## config.mk

```make
export PLATFORM = sky130hd
export DESIGN_NAME = rspr_top
export DESIGN_NICKNAME = d
export VERILOG_FILES = /design/src/hdl/rspr_pkg.sv /design/src/hdl/rspr_div.sv /design/src/hdl/rspr_top.sv
export VERILOG_INCLUDE_DIRS = /design/src /design/src/hdl
export SDC_FILE = /design/constraint.sdc
export NUM_CORES = 2
export LEC_CHECK = 0
export ABC_CLOCK_PERIOD_IN_PS = 23900
export BUFFER_PORTS_ARGS = -buffer_cell sky130_fd_sc_hd__buf_2
export CAP_MARGIN = 0
export CORE_AREA = 2 2 361 452
export DETAILED_ROUTE_END_ITERATION = 16
export DIE_AREA = 0 0 363 454
export SLEW_MARGIN = 20
export SYNTH_ARGS = -nofsm -noshare
export SYNTH_HDL_FRONTEND = slang
export SYNTH_SLANG_ARGS = --single-unit
```

## constraint.sdc

```tcl
create_clock -name clk -period 23.9 [get_ports clk]
set_clock_uncertainty 0.1 [all_clocks]
set_input_delay 0 -clock clk [delete_from_list [all_inputs] [get_ports clk]]
set_output_delay 0 -clock clk [all_outputs]
set_load 0.02 [all_outputs]
```

## src/hdl/rspr_consts.svh

```systemverilog
// Constants for the rotation speed and power readout block
`ifndef RSPR_CONSTS_SVH
`define RSPR_CONSTS_SVH

// ----------------------------------------------------------------------
// Clock
// ----------------------------------------------------------------------
`define RSPR_CLK_HZ          40000000
`define RSPR_CLK_PERIOD_NS   25
`define RSPR_MS_PER_SEC      1000
`define RSPR_SEC_PER_MIN     60

// ----------------------------------------------------------------------
// Register byte offsets
// ----------------------------------------------------------------------
`define RSPR_OFS_CFG         8'h00
`define RSPR_OFS_SPEED       8'h04
`define RSPR_OFS_POWER       8'h08
`define RSPR_OFS_STATUS      8'h0c
`define RSPR_OFS_PERIOD      8'h10

// ----------------------------------------------------------------------
// Configuration field positions and reset value
// ----------------------------------------------------------------------
`define RSPR_F_PRATE         0
`define RSPR_F_SDIV          1
`define RSPR_F_PUNIT         3
`define RSPR_F_PDEC          6
`define RSPR_F_PDIV          8
`define RSPR_F_MINSPD        10
`define RSPR_F_STOP          13
`define RSPR_F_FILT          15
`define RSPR_CFG_BITS        17
`define RSPR_CFG_RST         17'h10009

// ----------------------------------------------------------------------
// Pulses per rotation, maximum detection times in ms
// ----------------------------------------------------------------------
`define RSPR_PPR_ONE         1
`define RSPR_PPR_FOUR        4
`define RSPR_MAXDET0_MS      32'd1000
`define RSPR_MAXDET1_MS      32'd1500
`define RSPR_MAXDET2_MS      32'd3000
`define RSPR_MAXDET3_MS      32'd5000
`define RSPR_MAXDET4_MS      32'd7500

// ----------------------------------------------------------------------
// Power arithmetic: omega = 0.1047198 in Q16, unit sizes in mW
// ----------------------------------------------------------------------
`define RSPR_OMEGA_Q16       64'd6863
`define RSPR_OMEGA_FRAC      16
`define RSPR_MW_PER_MW       64'd1
`define RSPR_MW_PER_W        64'd1000
`define RSPR_MW_PER_KW       64'd1000000
`define RSPR_MW_PER_PS       64'd735500
`define RSPR_MW_PER_HP       64'd745700
`define RSPR_STEP_5          32'd5
`define RSPR_STEP_10         32'd10

// ----------------------------------------------------------------------
// AXI responses
// ----------------------------------------------------------------------
`define RSPR_RESP_OKAY       2'b00
`define RSPR_RESP_SLVERR     2'b10

`endif

```

## src/hdl/rspr_pkg.sv

```systemverilog
// Types shared by the rotation speed and power readout block
package rspr_pkg;

    typedef enum logic [1:0] {
        st_idle,
        st_rpm,
        st_pwr
    } rspr_state_type;

    typedef logic [1:0] rspr_filt_type;

endpackage : rspr_pkg

```

## src/hdl/rspr_div.sv

```systemverilog
// Iterative restoring unsigned divider, one quotient bit per cycle
`timescale 1ns/1ps

module rspr_div #(
    parameter int W = 64
) (
    input  wire logic         clk,
    input  wire logic         arst_n,
    input  wire logic         start,
    input  wire logic [W-1:0] dividend,
    input  wire logic [W-1:0] divisor,
    output logic              busy,
    output logic              done,
    output logic [W-1:0]      quotient
);

    localparam int CW = $clog2(W);

    logic [W:0]    rem_reg;
    logic [W-1:0]  den_reg;
    logic [CW-1:0] cnt_reg;
    logic [W:0]    rem_sh;
    logic [W:0]    trial;

    assign rem_sh = {rem_reg[W-1:0], quotient[W-1]};
    assign trial  = rem_sh - {1'b0, den_reg};

    // Divisor zero gives all ones; callers never pass zero
    always_ff @(posedge clk or negedge arst_n) begin
        if (!arst_n) begin
            rem_reg  <= '0;
            den_reg  <= '0;
            cnt_reg  <= '0;
            quotient <= '0;
            busy     <= 1'b0;
            done     <= 1'b0;
        end else begin
            done <= 1'b0;
            if (start && !busy) begin
                rem_reg  <= '0;
                den_reg  <= divisor;
                quotient <= dividend;
                cnt_reg  <= '0;
                busy     <= 1'b1;
            end else if (busy) begin
                if (!trial[W]) begin
                    rem_reg  <= trial;
                    quotient <= {quotient[W-2:0], 1'b1};
                end else begin
                    rem_reg  <= rem_sh;
                    quotient <= {quotient[W-2:0], 1'b0};
                end
                cnt_reg <= cnt_reg + 1'b1;
                if (cnt_reg == CW'(W - 1)) begin
                    busy <= 1'b0;
                    done <= 1'b1;
                end
            end
        end
    end

endmodule : rspr_div

```

## src/hdl/rspr_top.sv

```systemverilog
// Rotation speed and power readout with AXI4-Lite register access
//
// How it works
// - Pulse-rate code 0 reads one pulse per rotation and code 1 four.
// - Speed is rounded down to a step of 1, 2, 5 or 10 for codes 0 to 3.
// - Power unit codes 0 to 4 are mW, W, kW, PS and HP, decimals kept.
// - Decimal codes 0 to 3 give 0 to 3 fractional digits, unit kept.
// - Power is rounded toward zero to a step of 1, 2, 5 or 10 counts.
// - Minimum-speed codes 0 to 4 give 1, 1.5, 3, 5 and 7.5 s waits.
// - Those waits floor speed at 15/10/5/3/2 rpm (x4) or 60/40/20/12/8.
// - Without a new pulse the last measured speed is held.
// - Stop code 0 zeroes speed only after the full detection time.
// - Stop codes 1 to 3 zero speed after 2, 4 or 8 last periods.
// - Power in W is torque in Nm times rpm times 0.1047198.
// - Power is scaled to the unit, with PS 0.7355 kW and HP 0.7457 kW.
// - The filter output selects 3 Hz, 30 Hz, 300 Hz or 1 kHz by 0 to 3.
// - Reset loads pulse rate 1, scale divisions 0 and power unit 1.
//
// The address map and register access over AXI4-Lite are this design's own decisions.
`timescale 1ns/1ps
`include "rspr_consts.svh"

module rspr_top #(
    parameter int ADDR_W     = 8,
    parameter int TQ_W       = 20,
    parameter int RPM_W      = 20,
    parameter int CYC_PER_MS = `RSPR_CLK_HZ / `RSPR_MS_PER_SEC
) (
    input  wire logic                  clk,
    input  wire logic                  arst_n,
    input  wire logic [ADDR_W-1:0]     s_axi_awaddr,
    input  wire logic                  s_axi_awvalid,
    output logic                       s_axi_awready,
    input  wire logic [31:0]           s_axi_wdata,
    input  wire logic [3:0]            s_axi_wstrb,
    input  wire logic                  s_axi_wvalid,
    output logic                       s_axi_wready,
    output logic [1:0]                 s_axi_bresp,
    output logic                       s_axi_bvalid,
    input  wire logic                  s_axi_bready,
    input  wire logic [ADDR_W-1:0]     s_axi_araddr,
    input  wire logic                  s_axi_arvalid,
    output logic                       s_axi_arready,
    output logic [31:0]                s_axi_rdata,
    output logic [1:0]                 s_axi_rresp,
    output logic                       s_axi_rvalid,
    input  wire logic                  s_axi_rready,
    input  wire logic                  speed_pulse,
    input  wire logic [TQ_W-1:0]       torque_mnm,
    output rspr_pkg::rspr_filt_type    filter_sel,
    output logic [31:0]                speed_rpm,
    output logic [31:0]                power_value,
    output logic                       stopped
);
    import rspr_pkg::*;

    localparam int DW = 64;
    localparam logic [DW-1:0] RPM_NUM_ONE = 64'(`RSPR_SEC_PER_MIN)
        * 64'(`RSPR_MS_PER_SEC) * 64'(CYC_PER_MS) / 64'(`RSPR_PPR_ONE);
    localparam logic [DW-1:0] RPM_NUM_FOUR = 64'(`RSPR_SEC_PER_MIN)
        * 64'(`RSPR_MS_PER_SEC) * 64'(CYC_PER_MS) / 64'(`RSPR_PPR_FOUR);
    localparam logic [31:0] MAX_POS = 32'h7fffffff;

    // ------------------------------------------------------------------
    // Configuration register and its fields
    // ------------------------------------------------------------------
    logic [`RSPR_CFG_BITS-1:0] cfg_reg;
    logic                      prate;
    logic [1:0]                sdiv;
    logic [2:0]                punit;
    logic [1:0]                pdec;
    logic [1:0]                pdiv;
    logic [2:0]                minspd;
    logic [1:0]                stop_code;

    assign prate     = cfg_reg[`RSPR_F_PRATE];
    assign sdiv      = cfg_reg[`RSPR_F_SDIV +: 2];
    assign punit     = cfg_reg[`RSPR_F_PUNIT +: 3];
    assign pdec      = cfg_reg[`RSPR_F_PDEC +: 2];
    assign pdiv      = cfg_reg[`RSPR_F_PDIV +: 2];
    assign minspd    = cfg_reg[`RSPR_F_MINSPD +: 3];
    assign stop_code = cfg_reg[`RSPR_F_STOP +: 2];

    function automatic logic [31:0] rspr_quant(input logic [31:0] v,
                                               input logic [1:0]  code);
        case (code)
            2'd0:    rspr_quant = v;
            2'd1:    rspr_quant = {v[31:1], 1'b0};
            2'd2:    rspr_quant = v - (v % `RSPR_STEP_5);
            default: rspr_quant = v - (v % `RSPR_STEP_10);
        endcase
    endfunction : rspr_quant

    // ------------------------------------------------------------------
    // Pulse input synchroniser and edge
    // ------------------------------------------------------------------
    logic pulse_s1_reg;
    logic pulse_s2_reg;
    logic pulse_d_reg;
    logic pulse_edge;

    always_ff @(posedge clk or negedge arst_n) begin
        if (!arst_n) begin
            pulse_s1_reg <= 1'b0;
            pulse_s2_reg <= 1'b0;
            pulse_d_reg  <= 1'b0;
        end else begin
            pulse_s1_reg <= speed_pulse;
            pulse_s2_reg <= pulse_s1_reg;
            pulse_d_reg  <= pulse_s2_reg;
        end
    end

    assign pulse_edge = pulse_s2_reg & ~pulse_d_reg;

    // ------------------------------------------------------------------
    // Detection time and stop limit
    // ------------------------------------------------------------------
    logic [31:0] maxdet_ms;
    logic [31:0] maxdet_cyc;
    logic [34:0] stop_lim;
    logic [34:0] limit;
    logic [31:0] cnt_reg;
    logic [31:0] period_reg;
    logic        armed_reg;
    logic        have_reg;
    logic        pend_reg;
    logic        take;
    logic        timeout;
    logic        zero_evt;

    always_comb begin
        case (minspd)
            3'd0:    maxdet_ms = `RSPR_MAXDET0_MS;
            3'd1:    maxdet_ms = `RSPR_MAXDET1_MS;
            3'd2:    maxdet_ms = `RSPR_MAXDET2_MS;
            3'd3:    maxdet_ms = `RSPR_MAXDET3_MS;
            default: maxdet_ms = `RSPR_MAXDET4_MS;
        endcase
    end

    assign maxdet_cyc = maxdet_ms * 32'(CYC_PER_MS);
    assign stop_lim   = {3'b000, period_reg} << stop_code;
    // The multiple never stretches past the detection time
    assign limit = (stop_code != 2'd0 && have_reg
                    && stop_lim < {3'b000, maxdet_cyc})
                   ? stop_lim : {3'b000, maxdet_cyc};
    assign timeout  = armed_reg && ({3'b000, cnt_reg} >= limit);
    assign zero_evt = timeout && !pulse_edge;

    // ------------------------------------------------------------------
    // Period measurement
    // ------------------------------------------------------------------
    always_ff @(posedge clk or negedge arst_n) begin
        if (!arst_n) begin
            cnt_reg    <= '0;
            period_reg <= '0;
            armed_reg  <= 1'b0;
            have_reg   <= 1'b0;
            pend_reg   <= 1'b0;
        end else begin
            if (take) begin
                pend_reg <= 1'b0;
            end
            if (pulse_edge) begin
                cnt_reg   <= '0;
                armed_reg <= 1'b1;
                // First edge after a stop only starts the interval
                if (armed_reg) begin
                    period_reg <= cnt_reg + 32'd1;
                    pend_reg   <= 1'b1;
                    have_reg   <= 1'b1;
                end
            end else if (timeout) begin
                armed_reg <= 1'b0;
                have_reg  <= 1'b0;
            end else if (armed_reg) begin
                cnt_reg <= cnt_reg + 32'd1;
            end
        end
    end

    // ------------------------------------------------------------------
    // Arithmetic sequencer around one shared divider
    // ------------------------------------------------------------------
    rspr_state_type  state_reg;
    rspr_state_type  state_next;
    logic            dv_start;
    logic [DW-1:0]   dv_num;
    logic [DW-1:0]   dv_den;
    logic            dv_busy;
    logic            dv_done;
    logic [DW-1:0]   dv_quo;
    logic [RPM_W-1:0] rpm_raw_reg;
    logic [TQ_W-1:0] tq_abs;
    logic [DW-1:0]   dec_pow;
    logic [DW-1:0]   unit_mw;
    logic [DW-1:0]   pwr_num;
    logic [DW-1:0]   pwr_den;
    logic [31:0]     quo_sat;
    logic [31:0]     pwr_mag;
    logic            pwr_neg_reg;

    assign tq_abs = torque_mnm[TQ_W-1] ? TQ_W'(-torque_mnm) : torque_mnm;

    always_comb begin
        case (pdec)
            2'd0:    dec_pow = 64'd1;
            2'd1:    dec_pow = 64'd10;
            2'd2:    dec_pow = 64'd100;
            default: dec_pow = 64'd1000;
        endcase
        case (punit)
            3'd0:    unit_mw = `RSPR_MW_PER_MW;
            3'd2:    unit_mw = `RSPR_MW_PER_KW;
            3'd3:    unit_mw = `RSPR_MW_PER_PS;
            3'd4:    unit_mw = `RSPR_MW_PER_HP;
            default: unit_mw = `RSPR_MW_PER_W;
        endcase
    end

    // Torque in mNm times rpm times omega gives mW in Q16
    assign pwr_num = 64'(tq_abs) * 64'(rpm_raw_reg) * `RSPR_OMEGA_Q16
                     * dec_pow;
    assign pwr_den = unit_mw << `RSPR_OMEGA_FRAC;
    assign quo_sat = (dv_quo > 64'(MAX_POS)) ? MAX_POS : dv_quo[31:0];
    assign pwr_mag = rspr_quant(quo_sat, pdiv);

    always_comb begin
        take       = 1'b0;
        dv_start   = 1'b0;
        dv_num     = pwr_num;
        dv_den     = pwr_den;
        state_next = state_reg;
        case (state_reg)
            st_idle: begin
                dv_start = 1'b1;
                if (pend_reg) begin
                    take       = 1'b1;
                    dv_num     = prate ? RPM_NUM_FOUR : RPM_NUM_ONE;
                    dv_den     = 64'(period_reg);
                    state_next = st_rpm;
                end else begin
                    state_next = st_pwr;
                end
            end
            st_rpm: begin
                if (dv_done) begin
                    state_next = st_idle;
                end
            end
            default: begin
                if (dv_done) begin
                    state_next = st_idle;
                end
            end
        endcase
    end

    always_ff @(posedge clk or negedge arst_n) begin
        if (!arst_n) begin
            state_reg   <= st_idle;
            pwr_neg_reg <= 1'b0;
        end else begin
            state_reg <= state_next;
            if (state_reg == st_idle && !pend_reg) begin
                pwr_neg_reg <= torque_mnm[TQ_W-1];
            end
        end
    end

    rspr_div #(
        .W        (DW)
    ) u_div (
        .clk      (clk),
        .arst_n   (arst_n),
        .start    (dv_start),
        .dividend (dv_num),
        .divisor  (dv_den),
        .busy     (dv_busy),
        .done     (dv_done),
        .quotient (dv_quo)
    );

    // ------------------------------------------------------------------
    // Speed and power results
    // ------------------------------------------------------------------
    always_ff @(posedge clk or negedge arst_n) begin
        if (!arst_n) begin
            rpm_raw_reg <= '0;
            speed_rpm   <= '0;
            stopped     <= 1'b1;
        end else if (zero_evt) begin
            rpm_raw_reg <= '0;
            speed_rpm   <= '0;
            stopped     <= 1'b1;
        end else if (state_reg == st_rpm && dv_done && have_reg) begin
            // Held until the next result or a stop
            rpm_raw_reg <= (dv_quo > 64'((1 << RPM_W) - 1))
                           ? '1 : dv_quo[RPM_W-1:0];
            speed_rpm   <= rspr_quant(quo_sat, sdiv);
            stopped     <= 1'b0;
        end
    end

    always_ff @(posedge clk or negedge arst_n) begin
        if (!arst_n) begin
            power_value <= '0;
        end else if (state_reg == st_pwr && dv_done) begin
            power_value <= pwr_neg_reg ? 32'(-pwr_mag) : pwr_mag;
        end
    end

    assign filter_sel = cfg_reg[`RSPR_F_FILT +: 2];

    // ------------------------------------------------------------------
    // AXI4-Lite write channel
    // ------------------------------------------------------------------
    logic [ADDR_W-1:0] aw_addr_reg;
    logic              aw_got_reg;
    logic [31:0]       w_data_reg;
    logic [3:0]        w_strb_reg;
    logic              w_got_reg;
    logic [23:0]       cfg_merge;

    always_comb begin
        cfg_merge = {7'h00, cfg_reg};
        for (int b = 0; b < 3; b++) begin
            if (w_strb_reg[b]) begin
                cfg_merge[b*8 +: 8] = w_data_reg[b*8 +: 8];
            end
        end
    end

    always_ff @(posedge clk or negedge arst_n) begin
        if (!arst_n) begin
            s_axi_awready <= 1'b0;
            s_axi_wready  <= 1'b0;
            s_axi_bvalid  <= 1'b0;
            s_axi_bresp   <= `RSPR_RESP_OKAY;
            aw_got_reg    <= 1'b0;
            w_got_reg     <= 1'b0;
            aw_addr_reg   <= '0;
            w_data_reg    <= '0;
            w_strb_reg    <= '0;
            cfg_reg       <= `RSPR_CFG_RST;
        end else begin
            if (s_axi_awvalid && s_axi_awready) begin
                aw_addr_reg   <= s_axi_awaddr;
                aw_got_reg    <= 1'b1;
                s_axi_awready <= 1'b0;
            end else if (!aw_got_reg && !s_axi_bvalid) begin
                s_axi_awready <= 1'b1;
            end
            if (s_axi_wvalid && s_axi_wready) begin
                w_data_reg   <= s_axi_wdata;
                w_strb_reg   <= s_axi_wstrb;
                w_got_reg    <= 1'b1;
                s_axi_wready <= 1'b0;
            end else if (!w_got_reg && !s_axi_bvalid) begin
                s_axi_wready <= 1'b1;
            end
            if (aw_got_reg && w_got_reg && !s_axi_bvalid) begin
                aw_got_reg   <= 1'b0;
                w_got_reg    <= 1'b0;
                s_axi_bvalid <= 1'b1;
                s_axi_bresp  <= `RSPR_RESP_OKAY;
                // Fields are independent bits, so no write drags another
                if (aw_addr_reg == ADDR_W'(`RSPR_OFS_CFG)) begin
                    cfg_reg <= cfg_merge[`RSPR_CFG_BITS-1:0];
                end else if (aw_addr_reg != ADDR_W'(`RSPR_OFS_SPEED)
                          && aw_addr_reg != ADDR_W'(`RSPR_OFS_POWER)
                          && aw_addr_reg != ADDR_W'(`RSPR_OFS_STATUS)
                          && aw_addr_reg != ADDR_W'(`RSPR_OFS_PERIOD)) begin
                    s_axi_bresp <= `RSPR_RESP_SLVERR;
                end
            end else if (s_axi_bvalid && s_axi_bready) begin
                s_axi_bvalid <= 1'b0;
            end
        end
    end

    // ------------------------------------------------------------------
    // AXI4-Lite read channel
    // ------------------------------------------------------------------
    always_ff @(posedge clk or negedge arst_n) begin
        if (!arst_n) begin
            s_axi_arready <= 1'b0;
            s_axi_rvalid  <= 1'b0;
            s_axi_rdata   <= '0;
            s_axi_rresp   <= `RSPR_RESP_OKAY;
        end else if (s_axi_arvalid && s_axi_arready) begin
            s_axi_arready <= 1'b0;
            s_axi_rvalid  <= 1'b1;
            s_axi_rresp   <= `RSPR_RESP_OKAY;
            if (s_axi_araddr == ADDR_W'(`RSPR_OFS_CFG)) begin
                s_axi_rdata <= {15'h0000, cfg_reg};
            end else if (s_axi_araddr == ADDR_W'(`RSPR_OFS_SPEED)) begin
                s_axi_rdata <= speed_rpm;
            end else if (s_axi_araddr == ADDR_W'(`RSPR_OFS_POWER)) begin
                s_axi_rdata <= power_value;
            end else if (s_axi_araddr == ADDR_W'(`RSPR_OFS_STATUS)) begin
                s_axi_rdata <= {29'h00000000, dv_busy, armed_reg, stopped};
            end else if (s_axi_araddr == ADDR_W'(`RSPR_OFS_PERIOD)) begin
                s_axi_rdata <= period_reg;
            end else begin
                s_axi_rdata <= '0;
                s_axi_rresp <= `RSPR_RESP_SLVERR;
            end
        end else if (s_axi_rvalid) begin
            if (s_axi_rready) begin
                s_axi_rvalid <= 1'b0;
            end
        end else begin
            s_axi_arready <= 1'b1;
        end
    end

endmodule : rspr_top
```

==> run metrics <==
buffers from clock root to sink, at most=3; Avg Inst Size Synth=between 8 and 9 um2; XOR/XNOR share of the synthesized area=0.04270; number of distinct standard cells referenced by the synthesized netlist=135; result of the run=finished, violations left; sort of element at the start of the critical path=input pin; fraction of layout instances using a drive strength above 1=0.07211; Synth Warn #=0; die outline height=roughly 450 um; register-to-register setup slack=roughly 2.1 ns; number of buffers inserted by post-CTS setup repair=0; post-route fraction of the period consumed by the critical path=0.9124; post-synth top area share=0.2639; Worst Hold Slack=-0.03896 ns; TritonCTS Sinks=414; hpwl dp=approximately 160,000 um; standard cell area after detailed placement=about 75,000 um2; final hold vios=11; # setup viols final=0; critical setup path kind=input pin to register; async set-or-reset flop fraction in the synthesized netlist=1.000; htree depth=2; vias in the first global route=between 50,000 and 60,000; simple-gate area share of the yosys netlist=0.1535; final count of pins violating max slew=0; initial antenna violation count=2; MaxCap Viol Count=0; total non-filler cell area in the finished layout=76,870 um2; later-pin clock latency in the skew report=0.63 ns; routability cong.=0.9342; post-CTS clock slew at the launch and capture registers of the worst setup and hold paths=about 0.060 ns; failing checks=hold timing; sequential fraction of the synthesis area=0.1444; Fmax=about 0.046 GHz; remaining global-route overflow=0; Total Routed Length=201,000 um; Critical Path AT=22.24 ns; Max-slew headroom=0.2104; I/O pin total=around 190; data required time at the worst endpoint=~24 ns; Post-route DRC=0; leading post-synthesis cells by instance count=1,331 x sky130_fd_sc_hd__inv_1, 1,002 x sky130_fd_sc_hd__nand2_1, 946 x sky130_fd_sc_hd__fa_1, 708 x sky130_fd_sc_hd__ha_1, 434 x sky130_fd_sc_hd__nor2_1; post-synthesis sequential element count=~410; stage delay of the slowest cell on the critical path=0.74 ns; clock tree from TritonCTS=built; leading cell types by total area after synthesis=sky130_fd_sc_hd__fa_1 26%, sky130_fd_sc_hd__dfrtp_1 14%, sky130_fd_sc_hd__ha_1 12%, sky130_fd_sc_hd__inv_1 7.0%, sky130_fd_sc_hd__nand2_1 5.2%; floorplan die area=approximately 160,000 um2; share of the synthesized area in compound gates (AO/OA/AOI/OAI)=0.1564; count of buffers inserted at the top-level ports=approximately 170; pin count of the biggest net entering global routing=104; Least-Margin Pin Slew=~1.2 ns; DRT Pass-1 Iters=6; kind of capture point of the worst setup path=register; total number of vias=around 58,000; prevailing post-synth register cell=sky130_fd_sc_hd__dfrtp_1; Core Area=between 150,000 and 200,000 um2; # rows=~170; final period demand of the worst path=between 20 and 25 ns; number of routed nets with antenna violations=0; total negative slack for setup checks=0 ns; per-cell via count in the routed design=between 5 and 6; area added between synthesis and finish=7.125%; Netlist Area Pre-Place=71,760 um2; slowest stage cell, crit path=sky130_fd_sc_hd__xnor2_1; Initial Utilization=0.4462; iteration-0 DRC count of the detailed router=between 3,000 and 4,000; average wire length per cell after detail routing=roughly 19 um; dominant combinational cell family by area after synthesis=adder cells; Chip Width=363 um; number of enable-type register cells in the synthesized netlist=0; final core occ=0.4780; global-route wire length before repair=between 300,000 and 400,000 um; unrepaired setup endpoints after global routing=false; multiplexer share of the synthesized area=0.02244; largest driver fanout on the critical path=20; most used standard cell by instance count after synthesis=sky130_fd_sc_hd__inv_1; cell type with the highest aggregate area in the netlist=sky130_fd_sc_hd__fa_1; adder and majority cell fraction of the synthesized area=0.3874; total global routing track utilization=0.2445; hold crit path type=input pin to register; cell count after synthesis=approximately 8,300; clock buffer count from CTS=45; Net count, final=around 10,000; Root Buffer Master=sky130_fd_sc_hd__clkbuf_16
## worst max-delay path: cells and delay by family
| family | cells | cell delay, ns |
|---|---|---|
| AOI/OAI and AO/OA | 45 | 7.83 |
| xor gates and xnor gates | 3 | 1.20 |
| and+or+nand+nor | 10 | 2.37 |
| buffers and inverters | 11 | 1.20 |
| adders and majority gates | 20 | 9.61 |
## per-layer routing
layer | wire [um] | vias to the layer above | track usage
li1 | - | 27360 | -
met2 | 102900 | 1400 | 0.4469
met3 | 7132 | 407 | 0.01601
met5 | 0 | - | 0
met4 | 9400 | 0 | 0.1007
met1 | 81560 | 28980 | 0.2972
## stage by stage
stage / instances / worst slack [ns]
floorplan: 8320 / 4.007
global placement: 10300 / 1.499
detailed placement: 10300 / 1.351
CTS: 10440 / 1.713
global route: 10440 / 0.02668
finish: 10440 / 2.093
## cells in the final DEF (no fill, tap or decap), types with 138 or more instances in the layout
cell type	netlist	routed
sky130_fd_sc_hd__a21oi_1	413	411
sky130_fd_sc_hd__and2_1	266	266
sky130_fd_sc_hd__buf_2	29	168
sky130_fd_sc_hd__dfrtp_1	410	399
sky130_fd_sc_hd__fa_1	946	946
sky130_fd_sc_hd__ha_1	708	708
sky130_fd_sc_hd__inv_1	1331	1329
sky130_fd_sc_hd__nand2_1	1002	998
sky130_fd_sc_hd__nor2_1	434	430
sky130_fd_sc_hd__o21ai_0	425	424
sky130_fd_sc_hd__xnor2_1	209	205
sky130_fd_sc_hd__xor2_1	139	138
## path summary, 6_finish.rpt
kind                           startpoint                 end  cells after the start
max reg2reg                rpm_raw_reg[5]  u_div.quotient[62]                     90
min                         s_axi_arvalid        s_axi_rvalid                      3
max                         torque_mnm[5]  u_div.quotient[62]                     89
min in group asynchronous          arst_n      period_reg[11]                      4
min reg2reg                  pulse_s1_reg        pulse_s2_reg                      0
max in group asynchronous          arst_n          cfg_reg[9]                      6
## area by class of cell
class	count	area [um2]
Antenna cell	2	5.005
Clock buffer	59	1279
Fill cell	15350	83960
Inverter	1344	5046
Timing Repair Buffer	342	2307
Tap cell	2087	2611
Sequential cell	414	10380
Multi-Input combinational cell	6167	54910
Clock inverter	22	331.6
## what timing repair did
item / 4_1_cts / 5_1_grt
hold endpoints to repair: 147 / 0
setup endpoints to repair: 0 / 3
resized for setup: 0 / 7
hold buffers: 54 / 0
## cells by family (layout without fill, tap and decap cells)
logic type / after synthesis / in the layout
xor gates and xnor gates: 349 / 349
and+or+nand+nor: 2326 / 2326
DFF: 414 / 414
AOI/OAI and AO/OA: 1698 / 1698
adders and majority gates: 1654 / 1654
other: 2 / 17
muxes: 125 / 125
buffers and inverters: 1739 / 1767
Power is not shown: default switching activity piles up to over one toggle a cycle in this logic, so the estimate is an artifact.
